--- config.mk ---
export PLATFORM = sky130hd
export DESIGN_NAME = irq_prio_ctrl
export DESIGN_NICKNAME = d
export VERILOG_FILES = /design/src/irq_prio_pkg.sv /design/src/irq_prio_pick.sv /design/src/irq_prio_ctrl.sv
export SDC_FILE = /design/constraint.sdc
export NUM_CORES = 1
export LEC_CHECK = 0
export BUFFER_PORTS_ARGS = -buffer_cell sky130_fd_sc_hd__buf_2
export CAP_MARGIN = 15
export CORE_MARGIN = 4
export CORE_UTILIZATION = 48
export DETAILED_ROUTE_END_ITERATION = 8
export PLACE_DENSITY = 0.79
export RECOVER_POWER = 100
export SLEW_MARGIN = 20
export SYNTH_ARGS = -nofsm -noshare
export SYNTH_HDL_FRONTEND = slang
export SYNTH_SLANG_ARGS = --single-unit
--- constraint.sdc ---
create_clock -name CLK -period 74.6 [get_ports CLK]
set_clock_uncertainty 0.05 [all_clocks]
set_input_delay 14.92 -clock CLK [delete_from_list [all_inputs] [get_ports CLK]]
set_output_delay 14.92 -clock CLK [all_outputs]
set_load 0.01 [all_outputs]
--- src/irq_prio_pkg.sv ---
`default_nettype none
package irq_prio_pkg;

  // ****************************************
  // Sizes
  // ****************************************
  localparam int NUM_SRC = 33;
  localparam int NUM_VEC = 28;
  localparam int FLAG_W = 32;
  localparam int HALF_W = 16;
  localparam int VEC_W = 5;
  localparam int CNT_W = 3;
  localparam int DATA_W = 32;

  // ****************************************
  // Register indices; byte address is index times four
  // ****************************************
  localparam logic [15:0] IDX_ENABLE_LOW_LO = 16'hFC00;
  localparam logic [15:0] IDX_ENABLE_LOW_HI = 16'hFC01;
  localparam logic [15:0] IDX_ENABLE_HIGH_LO = 16'hFC02;
  localparam logic [15:0] IDX_ENABLE_HIGH_HI = 16'hFC03;
  localparam logic [15:0] IDX_PENDING_LO = 16'hFC04;
  localparam logic [15:0] IDX_PENDING_HI = 16'hFC05;
  localparam logic [15:0] IDX_LAST_VECTOR = 16'hFC06;
  localparam logic [15:0] IDX_BLOCK_COUNTER = 16'hFC07;
  localparam logic [15:0] IDX_BLOCK_INC = 16'hFC08;
  localparam logic [15:0] IDX_BLOCK_DEC = 16'hFC09;
  localparam int ADDR_IDX_LSB = 2;
  localparam int ADDR_IDX_MSB = 17;
  localparam int ADDR_MSB = 31;

  // ****************************************
  // Reset values and codes
  // ****************************************
  localparam logic [HALF_W-1:0] ENABLE_RESET = 16'h0000;
  localparam logic [FLAG_W-1:0] FLAGS_RESET = 32'h0000_0000;
  localparam logic [VEC_W-1:0] VECTOR_RESET = 5'h00;
  localparam logic [CNT_W-1:0] CNT_RESET = 3'h0;
  localparam logic [CNT_W-1:0] CNT_MAX = 3'h7;
  localparam logic [1:0] HTRANS_NONSEQ = 2'h2;
  localparam logic HRESP_OKAY = 1'b0;
  localparam logic [DATA_W-1:0] RDATA_ZERO = 32'h0000_0000;

  // Source request line to vector: lines 2..7 share one vector
  localparam int SHARED_FIRST = 2;
  localparam int SHARED_LAST = 7;
  localparam int SHARED_VEC = 2;
  localparam int VEC_OFFSET = 5;

  // ****************************************
  // Types
  // ****************************************
  typedef struct packed {
    logic pend;
    logic write;
    logic [15:0] idx;
  } bus_access_t;

  typedef struct packed {
    logic req;
    logic [VEC_W-1:0] vector;
  } core_irq_t;

  function automatic int src_to_vec(input int src);
    if (src < SHARED_FIRST) begin
      return src;
    end else if (src <= SHARED_LAST) begin
      return SHARED_VEC;
    end else begin
      return src - VEC_OFFSET;
    end
  endfunction

endpackage
`default_nettype wire

--- src/irq_prio_pick.sv ---
`default_nettype none
module irq_prio_pick
  import irq_prio_pkg::*;
#(
  parameter int N = 32,
  parameter int IW = 5
) (
  // Per-source level and pending flag
  input wire logic [N-1:0][1:0] level,
  input wire logic [N-1:0] pend,
  // Winner
  output logic any,
  output logic [IW-1:0] idx
);

  logic [1:0] best;

  // Highest level first; on ties the later, higher vector overrides
  always_comb begin
    any = 1'b0;
    idx = '0;
    best = 2'h0;
    for (int i = 0; i < N; i++) begin
      if (pend[i] && (level[i] != 2'h0) && (level[i] >= best)) begin
        any = 1'b1;
        idx = IW'(i);
        best = level[i];
      end
    end
  end

endmodule
`default_nettype wire

--- src/irq_prio_ctrl.sv ---
`default_nettype none
// What this block does
// - Enable register pair 0 holds sources 0..15, pair 1 sources 16..31.
// - High/low enable bits: 00 off, 01 level one, 10 two, 11 three.
// - Priority picks the next source, also when forwarding is re-enabled.
// - A source request sets its pending flag even when disabled.
// - Enabled pending source is issued with its vector; its flag clears.
// - Pending flags read back; disabled sources stay set for polling.
// - Writing ones clears pending flags; zero bits leave them alone.
// - Last issued vector is readable at index 0xFC06.
// - Nonzero 3-bit block counter stops all forwarding to the core.
// - Every issued request increments the block counter unless a direct counter write lands in the same cycle.
// - Any write to index 0xFC08 increments the counter, which stops at 7.
// - Issue plus increment write in one cycle adds two.
// - Any write to index 0xFC09 decrements the counter unless that would take it below zero.
// - Reading index 0xFC07 returns the counter.
// - 33 request lines map onto 28 vectors; some share a vector.
module irq_prio_ctrl
  import irq_prio_pkg::*;
(
  // Clock and reset
  input wire logic CLK,
  input wire logic RESET_N,
  // AHB-Lite slave
  input wire logic HSEL,
  input wire logic [31:0] HADDR,
  input wire logic [1:0] HTRANS,
  input wire logic HWRITE,
  input wire logic [2:0] HSIZE,
  input wire logic [31:0] HWDATA,
  input wire logic HREADY,
  output logic [31:0] HRDATA,
  output logic HREADYOUT,
  output logic HRESP,
  // Peripheral request lines, same clock
  input wire logic [NUM_SRC-1:0] SRC_REQ,
  // Toward the core
  output logic CORE_INT_REQ,
  output logic [VEC_W-1:0] CORE_INT_VECTOR
);

  // ****************************************
  // State
  // ****************************************
  logic [FLAG_W-1:0] en_low_q;
  logic [FLAG_W-1:0] en_high_q;
  logic [FLAG_W-1:0] flags_q;
  logic [FLAG_W-1:0] flags_d;
  logic [CNT_W-1:0] cnt_q;
  logic [CNT_W-1:0] cnt_d;
  core_irq_t core_q;
  core_irq_t core_d;
  bus_access_t acc_q;
  logic ready_q;
  logic [DATA_W-1:0] rdata_q;

  // ****************************************
  // Bus address phase
  // ****************************************
  logic addr_ok;
  logic take;
  logic [15:0] haddr_idx;

  assign haddr_idx = HADDR[ADDR_IDX_MSB:ADDR_IDX_LSB];
  assign addr_ok = (HADDR[ADDR_MSB:ADDR_IDX_MSB+1] == '0);
  assign take = HSEL && HREADY && (HTRANS == HTRANS_NONSEQ);

  // Only whole words are used, so HSIZE is not decoded
  always_ff @(posedge CLK or negedge RESET_N) begin
    if (!RESET_N) begin
      acc_q <= '0;
    end else if (take) begin
      acc_q.pend <= addr_ok;
      acc_q.write <= HWRITE;
      acc_q.idx <= haddr_idx;
    end else if (HREADY) begin
      acc_q.pend <= 1'b0;
    end
  end

  // ****************************************
  // Write strobes for the data phase
  // ****************************************
  logic wr;
  logic wr_enl0;
  logic wr_enl1;
  logic wr_enh0;
  logic wr_enh1;
  logic wr_flg0;
  logic wr_flg1;
  logic wr_cnt;
  logic wr_inc;
  logic wr_dec;

  assign wr = acc_q.pend && acc_q.write;

  always_comb begin
    wr_enl0 = 1'b0;
    wr_enl1 = 1'b0;
    wr_enh0 = 1'b0;
    wr_enh1 = 1'b0;
    wr_flg0 = 1'b0;
    wr_flg1 = 1'b0;
    wr_cnt = 1'b0;
    wr_inc = 1'b0;
    wr_dec = 1'b0;
    if (!wr) begin
      wr_enl0 = 1'b0;
    end else if (acc_q.idx == IDX_ENABLE_LOW_LO) begin
      wr_enl0 = 1'b1;
    end else if (acc_q.idx == IDX_ENABLE_LOW_HI) begin
      wr_enl1 = 1'b1;
    end else if (acc_q.idx == IDX_ENABLE_HIGH_LO) begin
      wr_enh0 = 1'b1;
    end else if (acc_q.idx == IDX_ENABLE_HIGH_HI) begin
      wr_enh1 = 1'b1;
    end else if (acc_q.idx == IDX_PENDING_LO) begin
      wr_flg0 = 1'b1;
    end else if (acc_q.idx == IDX_PENDING_HI) begin
      wr_flg1 = 1'b1;
    end else if (acc_q.idx == IDX_BLOCK_COUNTER) begin
      wr_cnt = 1'b1;
    end else if (acc_q.idx == IDX_BLOCK_INC) begin
      wr_inc = 1'b1;
    end else if (acc_q.idx == IDX_BLOCK_DEC) begin
      wr_dec = 1'b1;
    end
  end

  // ****************************************
  // Enable registers
  // ****************************************
  always_ff @(posedge CLK or negedge RESET_N) begin
    if (!RESET_N) begin
      en_low_q <= {ENABLE_RESET, ENABLE_RESET};
    end else if (wr_enl0) begin
      en_low_q[HALF_W-1:0] <= HWDATA[HALF_W-1:0];
    end else if (wr_enl1) begin
      en_low_q[FLAG_W-1:HALF_W] <= HWDATA[HALF_W-1:0];
    end
  end

  always_ff @(posedge CLK or negedge RESET_N) begin
    if (!RESET_N) begin
      en_high_q <= {ENABLE_RESET, ENABLE_RESET};
    end else if (wr_enh0) begin
      en_high_q[HALF_W-1:0] <= HWDATA[HALF_W-1:0];
    end else if (wr_enh1) begin
      en_high_q[FLAG_W-1:HALF_W] <= HWDATA[HALF_W-1:0];
    end
  end

  // ****************************************
  // Arbitration
  // ****************************************
  logic [FLAG_W-1:0][1:0] level;
  logic pick_any;
  logic [VEC_W-1:0] pick_idx;
  logic issue;

  always_comb begin
    for (int i = 0; i < FLAG_W; i++) begin
      level[i] = {en_high_q[i], en_low_q[i]};
    end
  end

  // Disabled sources carry level zero and are never picked
  irq_prio_pick #(
    .N(FLAG_W),
    .IW(VEC_W)
  ) u_pick (
    .level(level),
    .pend(flags_q),
    .any(pick_any),
    .idx(pick_idx)
  );

  // Flags that waited while blocked compete again once the counter is zero
  assign issue = pick_any && (cnt_q == CNT_RESET);

  // ****************************************
  // Pending flags
  // ****************************************
  logic [FLAG_W-1:0] set_mask;
  logic [FLAG_W-1:0] clr_mask;

  always_comb begin
    set_mask = '0;
    for (int s = 0; s < NUM_SRC; s++) begin
      if (SRC_REQ[s]) begin
        set_mask[src_to_vec(s)] = 1'b1;
      end
    end
  end

  always_comb begin
    clr_mask = '0;
    if (wr_flg0) begin
      clr_mask[HALF_W-1:0] = HWDATA[HALF_W-1:0];
    end
    if (wr_flg1) begin
      clr_mask[FLAG_W-1:HALF_W] = HWDATA[HALF_W-1:0];
    end
    if (issue) begin
      clr_mask[pick_idx] = 1'b1;
    end
  end

  // A request in the clearing cycle wins, so no event is lost
  always_comb begin
    flags_d = (flags_q & ~clr_mask) | set_mask;
    flags_d[FLAG_W-1:NUM_VEC] = '0;
  end

  always_ff @(posedge CLK or negedge RESET_N) begin
    if (!RESET_N) begin
      flags_q <= FLAGS_RESET;
    end else begin
      flags_q <= flags_d;
    end
  end

  // ****************************************
  // Block counter
  // ****************************************
  logic [CNT_W:0] cnt_up;

  always_comb begin
    cnt_up = {1'b0, cnt_q} + {{CNT_W{1'b0}}, issue} + {{CNT_W{1'b0}}, wr_inc};
    if (wr_dec && (cnt_up != '0)) begin
      cnt_up = cnt_up - {{CNT_W{1'b0}}, 1'b1};
    end
    if (cnt_up > {1'b0, CNT_MAX}) begin
      cnt_d = CNT_MAX;
    end else begin
      cnt_d = cnt_up[CNT_W-1:0];
    end
    // Direct writes are allowed but meant to be avoided by software
    if (wr_cnt) begin
      cnt_d = HWDATA[CNT_W-1:0];
    end
  end

  always_ff @(posedge CLK or negedge RESET_N) begin
    if (!RESET_N) begin
      cnt_q <= CNT_RESET;
    end else begin
      cnt_q <= cnt_d;
    end
  end

  // ****************************************
  // Core request and last vector
  // ****************************************
  always_comb begin
    core_d.req = issue;
    core_d.vector = core_q.vector;
    if (issue) begin
      core_d.vector = pick_idx;
    end
  end

  always_ff @(posedge CLK or negedge RESET_N) begin
    if (!RESET_N) begin
      core_q <= '{req: 1'b0, vector: VECTOR_RESET};
    end else begin
      core_q <= core_d;
    end
  end

  assign CORE_INT_REQ = core_q.req;
  assign CORE_INT_VECTOR = core_q.vector;

  // ****************************************
  // Read data with one wait state
  // ****************************************
  // The wait state lets a read see a write made just before it
  // Ready drops at the address edge, so the first data cycle is always the wait
  logic rd_wait;
  logic resp_q;
  logic [DATA_W-1:0] rmux;

  assign rd_wait = !ready_q;

  // Reads outside the index window come back as zero
  always_comb begin
    rmux = RDATA_ZERO;
    if (!acc_q.pend) begin
      rmux = RDATA_ZERO;
    end else if (acc_q.idx == IDX_ENABLE_LOW_LO) begin
      rmux[HALF_W-1:0] = en_low_q[HALF_W-1:0];
    end else if (acc_q.idx == IDX_ENABLE_LOW_HI) begin
      rmux[HALF_W-1:0] = en_low_q[FLAG_W-1:HALF_W];
    end else if (acc_q.idx == IDX_ENABLE_HIGH_LO) begin
      rmux[HALF_W-1:0] = en_high_q[HALF_W-1:0];
    end else if (acc_q.idx == IDX_ENABLE_HIGH_HI) begin
      rmux[HALF_W-1:0] = en_high_q[FLAG_W-1:HALF_W];
    end else if (acc_q.idx == IDX_PENDING_LO) begin
      rmux[HALF_W-1:0] = flags_q[HALF_W-1:0];
    end else if (acc_q.idx == IDX_PENDING_HI) begin
      rmux[HALF_W-1:0] = flags_q[FLAG_W-1:HALF_W];
    end else if (acc_q.idx == IDX_LAST_VECTOR) begin
      rmux[VEC_W-1:0] = core_q.vector;
    end else if (acc_q.idx == IDX_BLOCK_COUNTER) begin
      rmux[CNT_W-1:0] = cnt_q;
    end
  end

  always_ff @(posedge CLK or negedge RESET_N) begin
    if (!RESET_N) begin
      ready_q <= 1'b1;
    end else if (take && !HWRITE) begin
      ready_q <= 1'b0;
    end else begin
      ready_q <= 1'b1;
    end
  end

  always_ff @(posedge CLK or negedge RESET_N) begin
    if (!RESET_N) begin
      rdata_q <= RDATA_ZERO;
    end else if (rd_wait) begin
      rdata_q <= rmux;
    end
  end

  // Every transfer is answered OKAY, still from a flop like the other outputs
  always_ff @(posedge CLK or negedge RESET_N) begin
    if (!RESET_N) begin
      resp_q <= HRESP_OKAY;
    end else begin
      resp_q <= HRESP_OKAY;
    end
  end

  assign HREADYOUT = ready_q;
  assign HRDATA = rdata_q;
  assign HRESP = resp_q;

endmodule
`default_nettype wire

After elaboration in Yosys (flattened, before gate mapping) --
Cells that the tools add are included. W data, S select, Z words.
Storage, ports and cells: register bits 136, input port bits 107, output and inout port bits 40, word-level logic and storage cells 583
Operators by class: $add $sub $neg 3, $lt $le $gt $ge 97, equality and inequality tests 11, muxes and demuxes 290, bitwise logic cells 38, reduce and logical (&&, ||, !) cells 131
Operators by type and width (count):
- $ge A32 B1 Y1 const B | 33
- $lt A32 B7 Y1 const B | 33
- $mux W32 | 33
- $mux W28 | 34
- $or A28 B28 Y28 | 34
- $demux W1 S5 | 34
- $eq A16 B16 Y1 const B | 10
- $mux W1 | 120
- $mux W16 | 7
- $logic_and A1 B1 Y1 | 96
- $mux W5 | 13
- $mux W2 | 30
- $reduce_bool A2 Y1 | 29
- $ge A2 B2 Y1 | 27
- $mux W4 | 9
- $and A28 B28 Y28 | 1
- $not A28 Y28 | 1
- $mux W3 | 8
- $logic_not A14 Y1 | 1
- $mux W12 | 1
- $mux W7 | 1
- $lt A5 B6 Y1 const B | 1
- $ge A5 B1 Y1 const B | 1
- $add A3 B1 Y4 | 1
- 10 further kinds | 12

Depth between registers and ports, before layout --
Gate-level depths: netlist of the first run.
depth in word-level cells 94, mapped depth 198, depth with buffers taken out 198

By module --
Synthesis of the first run repeated with hierarchy kept, for this count alone.
Second synthesis, totals: cell total of the unflattened synthesis 1033, area total of the unflattened synthesis 9710.6 µm²
Modules (own cells, without submodules):
- irq_prio_ctrl | instances 1, cells each 578, area each 6757.7 µm², sequential area each 3404.5 µm²
- irq_prio_pick | instances 1, cells each 455, area each 2952.8 µm², sequential area each 0.0 µm²

Worst setup path before layout of the first run --
Ideal clock, no wire load.
path kind reg-to-reg, from register flags_q[0], to register cnt_q[1], setup time 0.119 ns, arrival 33.535 ns, data required time 74.431 ns, path slack 40.896 ns, cell stages (with the launch flop) 191, path buffers 0, clock period less this slack 33.704 ns, cell sequence dfrtp_1 nand2_1 inv_1 ha_1 or3b_1 and3_4 o21ai_0 ha_1 nand2b_1 a21oi_1 nor2b_1 a221oi_1 nor2_1 ha_1 nand2b_1 a21oi_1 a21oi_4 o32ai_1 [155 not listed] ha_1 nand2b_1 a21oi_1 o21ai_0 nor2_1 nand2_1 o31ai_2 inv_1 fa_1 ha_1 inv_1 ha_1 a311o_1 nor4b_1 xor2_1 and2_1 o211ai_1 o21a_1
On the way: word-level cells in the longest chain between the ends 93, elaborated cells on any way between the ends 121, classes of those cells 3 x add/sub; 28 x order compare; 58 x mux; 32 x reduce/logical
Ends and longest elaborated chain:
- start: declaration | RTL line irq_prio_ctrl.sv:47 | logic [FLAG_W-1:0] flags_q;
- start signal: assignment | RTL line irq_prio_ctrl.sv:219 | flags_q <= flags_d;
- $logic_and A1 B1 Y1 (*) (2 in series) | RTL line irq_prio_pick.sv:24 | if (pend[i] && (level[i] != 2'h0) && (level[i] >= best)) begin
- $mux W2 | RTL line irq_prio_pick.sv:24
- $ge A2 B2 Y1 | RTL line irq_prio_pick.sv:24
- $logic_and A1 B1 Y1 | RTL line irq_prio_pick.sv:24
- $mux W2 | RTL line irq_prio_pick.sv:24
- $ge A2 B2 Y1 | RTL line irq_prio_pick.sv:24
- $logic_and A1 B1 Y1 | RTL line irq_prio_pick.sv:24
- $mux W2 | RTL line irq_prio_pick.sv:24
- [76 not listed]
- via issue | RTL line irq_prio_ctrl.sv:159 | logic issue;
- $add A3 B1 Y4 (*) | RTL line irq_prio_ctrl.sv:229 | cnt_up = {1'b0, cnt_q} + {{CNT_W{1'b0}}, issue} + {{CNT_W{1'b0}}, wr_inc};
- $add A4 B1 Y4 (*) | RTL line irq_prio_ctrl.sv:229
- branches (longest 2 deep; another with $sub A4 B1 Y4)
- $mux W4 (*) | RTL line irq_prio_ctrl.sv:230 | if (wr_dec && (cnt_up != '0)) begin
- $gt A4 B3 Y1 | RTL line irq_prio_ctrl.sv:233 | if (cnt_up > {1'b0, CNT_MAX}) begin
- $mux W3 (*) | RTL line irq_prio_ctrl.sv:233
- $mux W3 (*) | RTL line irq_prio_ctrl.sv:239 | if (wr_cnt) begin
- via cnt_d[1] | RTL line irq_prio_ctrl.sv:50 | logic [CNT_W-1:0] cnt_d;
- end signal: assignment | RTL line irq_prio_ctrl.sv:248 | cnt_q <= cnt_d;
- end: declaration | RTL line irq_prio_ctrl.sv:49 | logic [CNT_W-1:0] cnt_q;
Mark *: on every way through the listed nets, which the timed path passes. A chain may end at the register's enable or synchronous reset.

Final worst setup path of the first run --
Same ends and word-level chain as after synthesis.

==> impl_metrics.toml, run 1 <==
[run_status]
outcome = "complete, but fails checks"
violations = "max-capacitance violations, max-slew violations"

[cts]
cts_tree = "yes"
clock-root-buffer = "clkbuf_16"
ctsHoldBuffers = 0
htree_levels = 4
clk_pin_slew_ps = 70
cts_buffers = 17
clock_path_buffers = 2
cts_num_sinks = 136
cts_resized = 0
clk_latency_ps = 440
cts_setup_buffers = 0

[setup_path]
slowest_stage = "o31ai_1"
reg2reg_from = "flags_q[0]"
r2r-end = "cnt_q[1]"
crit_fanout = 8
startpoint_type = "register"
worstPathArrival_ps = 39930
crit_top_cell = "ha_1"
worstSetupPathType = "register to register"
rrSetupSlack_ps = 34950
max_stage_delay_ps = 710
worstPathRequired_ps = 74880
end_kind = "register"
reg2regPathDepth = 189
critical_path_buf_inv_count = 9
crit_family = "compound AO/OA/AOI/OAI gates"

[min_path]
hold_path_depth = 2
hold_start = "HRDATA[14]"
min_to = "HRDATA[14]"
hold_class = "register to register"

[routing]
highest_layer = "met4"
detail-route-antenna-nets = 0
wl_um = 29400
wl_met3_um = 2800
drt-met1-wl_um = 11600
avgViaCountPerCell = 6.28
wl_per_cell_um = 20.8
post-route-drc-count = 0
drt_iter0_drc = 859
dr_wl_met2_um = 13600
dr.pass1.iters = 6
vias = 8886

[yosys]
yosys.area.top_type = "dfrtp_1"
synth_cell_types = 91
syn_area_um2 = 9260
synth_area_leaders = "dfrtp_1, mux2_2, nand2_1"
ys.flop_type = "dfrtp_1"
ys_seq_area_frac = 0.368
synth-seq-cells = 136
synthXorXnorAreaFrac = 0.00379
synth_top_area_share = 0.365
synth_edf_count = 0
synth.avg_cell_area_um2 = 8.86
netlist_instances = 1045
synthMuxAreaShare = 0.0842
synth_fa_ha_area_frac = 0.0454
yosys.cell_count.top_type = "nand2_1"
synth_top_family_by_area = "compound AO/OA/AOI/OAI gates"
synthArstFlopShare = 1.00
synthSimpleGateAreaFrac = 0.197
synth_common_cells = "nand2_1, dfrtp_1, o21ai_0"
yosys_warnings = 0
synth-compound-area-share = 0.246

[floorplanning]
die_x_um = 147
pin_count = 147
dieArea_um2 = 21600
rows = 50
die_h_um = 147
initial_core_util = 0.491
core_area_um2 = 18800

[global_route]
grt_max_degree = 87
grt_usage = 0.271
antenna_found_initial = 0
grt_pass1_vias = 8496
grt_pass1_wl_um = 46100
grt-ovfl-total = 0

[sta]
worstMarginPinSlew_ps = 4630
hold_ws_ps = 445
worst_slack_ps = 34950
rsz0062_at_grt = "no"
fin_crit_sh = 0.532
slew_headroom = -2.09
slew_violations = 139
hold_viol_final = 0
setup_tns_ps = 0
post-route-min-period_ps = 39650
setup_viol = 0
fmaxAchievable_mhz = 25.2

[pwr]
power.leakage_uw = 0.00458
ir_drop_v = 0.0000163
powerDensity_nw_per_um2 = 20.0
finalPower_uw = 209

[finish]
fillerInstances = 1693
nets = 1282
area_delta_synth_final_pct = 13.2
drive_gt1_frac = 0.168
diodes = 0
layout.cells.non_filler = 1415

[flow_run]
maxCapViolations = 2

[place]
routabilityCongestion = 0.984
dp_slack_ps = 36540
dp.cells = 1383
dp_hpwl_um = 21800
io_buffers = 108
-- flip-flops by register name (all words and copies together) (netlist names) --
name             cells
CORE_INT_VECTOR      5
acc_q               18
CORE_INT_REQ         1
en_low_q            32
HREADYOUT            1
HRDATA              16
cnt_q                3
en_high_q           32
flags_q             28
-- area by class of cell --
type,instances,area [um2],share of cell area
Multi-Input combinational cell,813,5360,0.511
Sequential cell,136,3400,0.325
Timing Repair Buffer,117,552,0.0527
Inverter,57,214,0.0204
Clock buffer,17,425,0.0406
Clock inverter,15,199,0.0190
Tap cell,260,325,0.0310
-- per-layer routing --
layer / global-route usage / vias up
li1: - / 4029
met2: 0.431 / 457
met3: 0.0635 / 90
met5: 0 / -
met4: 0.131 / 0
met1: 0.348 / 4310
-- worst reg2reg max path, delay by kind of cell (launching register included) --
family / cells / cell delay, ps
adders and majority gates: 30 / 8400
xor gates and xnor gates: 1 / 200
muxes: 6 / 1860
DFF: 1 / 430
and+or+nand+nor: 68 / 10900
buffers and inverters: 9 / 960
AOI/OAI and AO/OA: 75 / 16710
-- power breakdown --
part / switching, uW / leakage [uW] / internal, uW
Combinational: 23.4 / 0.00275 / 13.6
Sequential: 4.04 / 0.00152 / 78.2
Clock: 38.7 / 0.000309 / 51.4
-- stage by stage --
stage	util	instance area, um2
CTS	0.562	10600
floorplan	-	9320
global route	0.556	10500
global placement	0.529	9970
detailed placement	0.529	9970
finish	0.556	10500
-- logic make-up after synthesis --
family	Yosys count
AO/OA/AOI/OAI	321
XOR/XNOR	4
buffers and inverters	112
flip-flops	136
AND/OR/NAND/NOR	368
multiplexers	70
other	1
adder cells (fa/ha/maj)	33
-- how the worst max path moves through the flow --
stage / startpoint / endpoint / slack (ps) / cells past startpoint
after floorplan: flags_q[0] / cnt_q[1] / 40900 / 190
after global placement: flags_q[0] / cnt_q[1] / 37260 / 189
after detailed placement: flags_q[0] / cnt_q[1] / 36540 / 189
after CTS: flags_q[0] / cnt_q[1] / 36400 / 189
after global routing: flags_q[0] / cnt_q[1] / 31710 / 190
final: flags_q[0] / cnt_q[1] / 34950 / 189
-- cells in the final DEF, fill, tap and decap left out, types with 12 or more instances in the layout --
cell type,instances
nand2_1,140
dfrtp_1,135
o21ai_0,77
buf_2,69
inv_1,57
nor2_1,56
a21oi_1,53
mux2_2,52
clkbuf_1,41
nand3_1,38
ha_1,32
nand2b_1,28
a31o_2,20
nor2b_1,18
conb_1,17
clkbuf_16,17
a22o_1,16
a22oi_1,16
mux2i_1,16
a31oi_1,15
nor3_1,14
and2_1,12
(Power assumes the default switching activity.)
==> inputs of run 2 (changes only) <==
--- a/config.mk
+++ b/config.mk
@@ -5,12 +5,13 @@
 export SDC_FILE = /design/constraint.sdc
 export NUM_CORES = 1
 export LEC_CHECK = 0
+export ABC_AREA = 1
 export BUFFER_PORTS_ARGS = -buffer_cell sky130_fd_sc_hd__buf_2
 export CAP_MARGIN = 15
 export CORE_MARGIN = 4
 export CORE_UTILIZATION = 48
 export DETAILED_ROUTE_END_ITERATION = 8
-export PLACE_DENSITY = 0.79
+export PLACE_DENSITY = 0.8
 export RECOVER_POWER = 100
 export SLEW_MARGIN = 20
 export SYNTH_ARGS = -nofsm -noshare
==> constraint.sdc (replaced) <==
create_clock -name CLK -period 38 [get_ports CLK]
set_clock_uncertainty 0.05 [all_clocks]
set_input_delay 7.6 -clock CLK [delete_from_list [all_inputs] [get_ports CLK]]
set_output_delay 7.6 -clock CLK [all_outputs]
set_load 0.01 [all_outputs]
==> run 2 against run 1 <==
- the flow still finishes with violations (max-capacitance violations, max-slew violations)
- via count is 1.7% higher
- sequential cell count stayed put
- synthesized cell count is 23% higher
- worst hold slack worse by 22 ps
- cell count is 16% higher
- clock power is 95% higher
- combinational power is 51% lower
- critical endpoint unchanged
- highest routed layer unchanged
==> impl_metrics.toml, run 2 <==
[cts]
cts_tree = "yes"
cts_setup_buffers = 0
htree_levels = 4
cts_num_sinks = 136
ctsHoldBuffers = 0
cts_buffers = 17
clk_latency_ps = 440
clock-root-buffer = "clkbuf_16"
clock_path_buffers = 2
clk_pin_slew_ps = 70
cts_resized = 0

[yosys]
synth_top_area_share = 0.375
synth_common_cells = "nand2_1, inv_1, o21ai_0"
synth_cell_types = 52
synth.avg_cell_area_um2 = 7.00
synth_area_leaders = "dfrtp_1, nand2_1, inv_1"
ys_seq_area_frac = 0.378
yosys.cell_count.top_type = "nand2_1"
synth_edf_count = 0
syn_area_um2 = 9000
netlist_instances = 1286
ys.flop_type = "dfrtp_1"
synthArstFlopShare = 1.00
synth-seq-cells = 136
yosys_warnings = 0
yosys.area.top_type = "dfrtp_1"

[sta]
hold_ws_ps = 424
hold_viol_final = 0
fin_crit_sh = 0.748
slew_violations = 139
setup_tns_ps = 0
worstMarginPinSlew_ps = 3980
post-route-min-period_ps = 28440
rsz0062_at_grt = "no"
setup_viol = 0
slew_headroom = -1.65
fmaxAchievable_mhz = 35.2

[finish]
multi_input_area_um2 = 4570
utilization = 0.562
layout_common_cells = "nand2_1, inv_1, o21ai_0"
seq_area_um2 = 3400
nets = 1535
drive_gt1_frac = 0.111
diodes = 0
area_delta_synth_final_pct = 13.7
fillerInstances = 1702
reg.largest.list = "en_high_q (32), en_low_q (32), flags_q (28)"
layout_commonest_cell = "nand2_1"

[global_route]
grt-ovfl-total = 0
grt_pass1_vias = 8692
grt_usage = 0.252
grt_max_degree = 75
grt_pass1_wl_um = 43100
antenna_found_initial = 0

[pwr]
powerDensity_nw_per_um2 = 33.6
ir_drop_v = 0.0000296
power.leakage_uw = 0.00564

[routing]
avgViaCountPerCell = 5.52
detail-route-antenna-nets = 0
post-route-drc-count = 0
dr.pass1.iters = 7
drt_iter0_drc = 1047
vias = 9041
wl_um = 26800
wl_per_cell_um = 16.4

[setup_path]
slowest_stage = "fa_1"
crit_top_cell = "nand2_1"
worstPathRequired_ps = 38260
crit_start = "flags_q[0]"
max_stage_delay_ps = 420
startpoint_type = "register"
crit_fanout = 8
worstPathArrival_ps = 28700
reg2reg_from = "flags_q[0]"
worstSetupPathType = "register to register"
end_kind = "register"
reg2regPathDepth = 226

[floorplanning]
core_area_um2 = 18200
rows = 49
dieArea_um2 = 21000
pin_count = 147
die_x_um = 145
initial_core_util = 0.494
die_h_um = 145

[min_path]
hold_path_depth = 2
hold_class = "register to register"
hold_start = "acc_q[8]"

[place]
routabilityCongestion = 0.989
io_buffers = 108
dp_hpwl_um = 20100

[run_status]
outcome = "complete, but fails checks"
violations = "max-capacitance violations, max-slew violations"

[flow_run]
maxCapViolations = 2
-- run 2: cell count changes after synthesis, moves of 18 or more --
cell and change:
a21oi_1 -31, a31o_2 -20, inv_1 +147, mux2_2 -53, nand2_1 +258, nand2b_1 -28, nand3_1 +41, nor2b_1 -18
o21ai_0 +75
-- run 2: final timing paths --
check	to	slack, ps
max	cnt_q[1]	9560
min	acc_q[8]	420
max reg2reg	cnt_q[1]	9560
min reg2reg	acc_q[8]	420
max in group asynchronous	HRDATA[7]	24660
min in group asynchronous	en_high_q[25]	8210
-- run 2: stage by stage --
| step | setup WS (ps) | cell area, um2 | total power [uW] | std cells |
|---|---|---|---|---|
| 2_1_floorplan | 14000 | 9060 | 162 | 1302 |
| 3_3_place_gp | 11760 | 9730 | 171 | 1605 |
| 3_5_place_dp | 10900 | 9730 | 171 | 1605 |
| 4_1_cts | 10640 | 10300 | 345 | 1637 |
| 5_1_grt | 6590 | 10200 | 356 | 1637 |
| 6_report | 9560 | 10200 | 344 | 1637 |
-- run 2: metal layers --
| metal | vias up | part of all wire | global-route usage |
|---|---|---|---|
| met3 | 76 | 0.094 | 0.0558 |
| met1 | 4139 | 0.41 | 0.334 |
| li1 | 4352 | - | - |
| met5 | - | 0 | 0 |
| met2 | 474 | 0.46 | 0.405 |
| met4 | 0 | 0.032 | 0.0993 |
-- run 2: cell families (layout without fill, tap and decap cells) --
group / Yosys count / in the layout / share of synthesized area
AOI/OAI and AO/OA: 246 / 246 / 0.166
xor gates and xnor gates: 3 / 3 / 0.00292
adders and majority gates: 33 / 33 / 0.0467
and+or+nand+nor: 608 / 608 / 0.291
buffers and inverters: 259 / 365 / 0.115
other: 1 / 17 / 0.000417
DFF: 136 / 136 / 0.378
-- run 2: area by class of cell --
class                   instances  share of cell area
multi-input cells             907               0.446
flip-flops and latches        136               0.333
inverters                     219              0.0804
repair buffers                114              0.0529
clock buffers                  18              0.0429
well taps                     229              0.0280
clock inverters                14              0.0172
-- run 2: power breakdown --
part | switching (uW) | total, uW | internal (uW) | leakage (uW)
registers | 2.02 | 150 | 148 | 0.00138
logic | 12.5 | 18.2 | 5.77 | 0.00396
clock network | 74.1 | 176 | 102 | 0.000303
total | 88.6 | 344 | 256 | 0.00564
-- run 2: critical path: cells and delay by family, from the launching register on --
| kind | cells | cell delay, ps |
|---|---|---|
| and+or+nand+nor | 148 | 14540 |
| AOI/OAI and AO/OA | 17 | 2830 |
| DFF | 1 | 410 |
| buffers and inverters | 30 | 2190 |
| adders and majority gates | 30 | 8190 |
| xor gates and xnor gates | 1 | 100 |
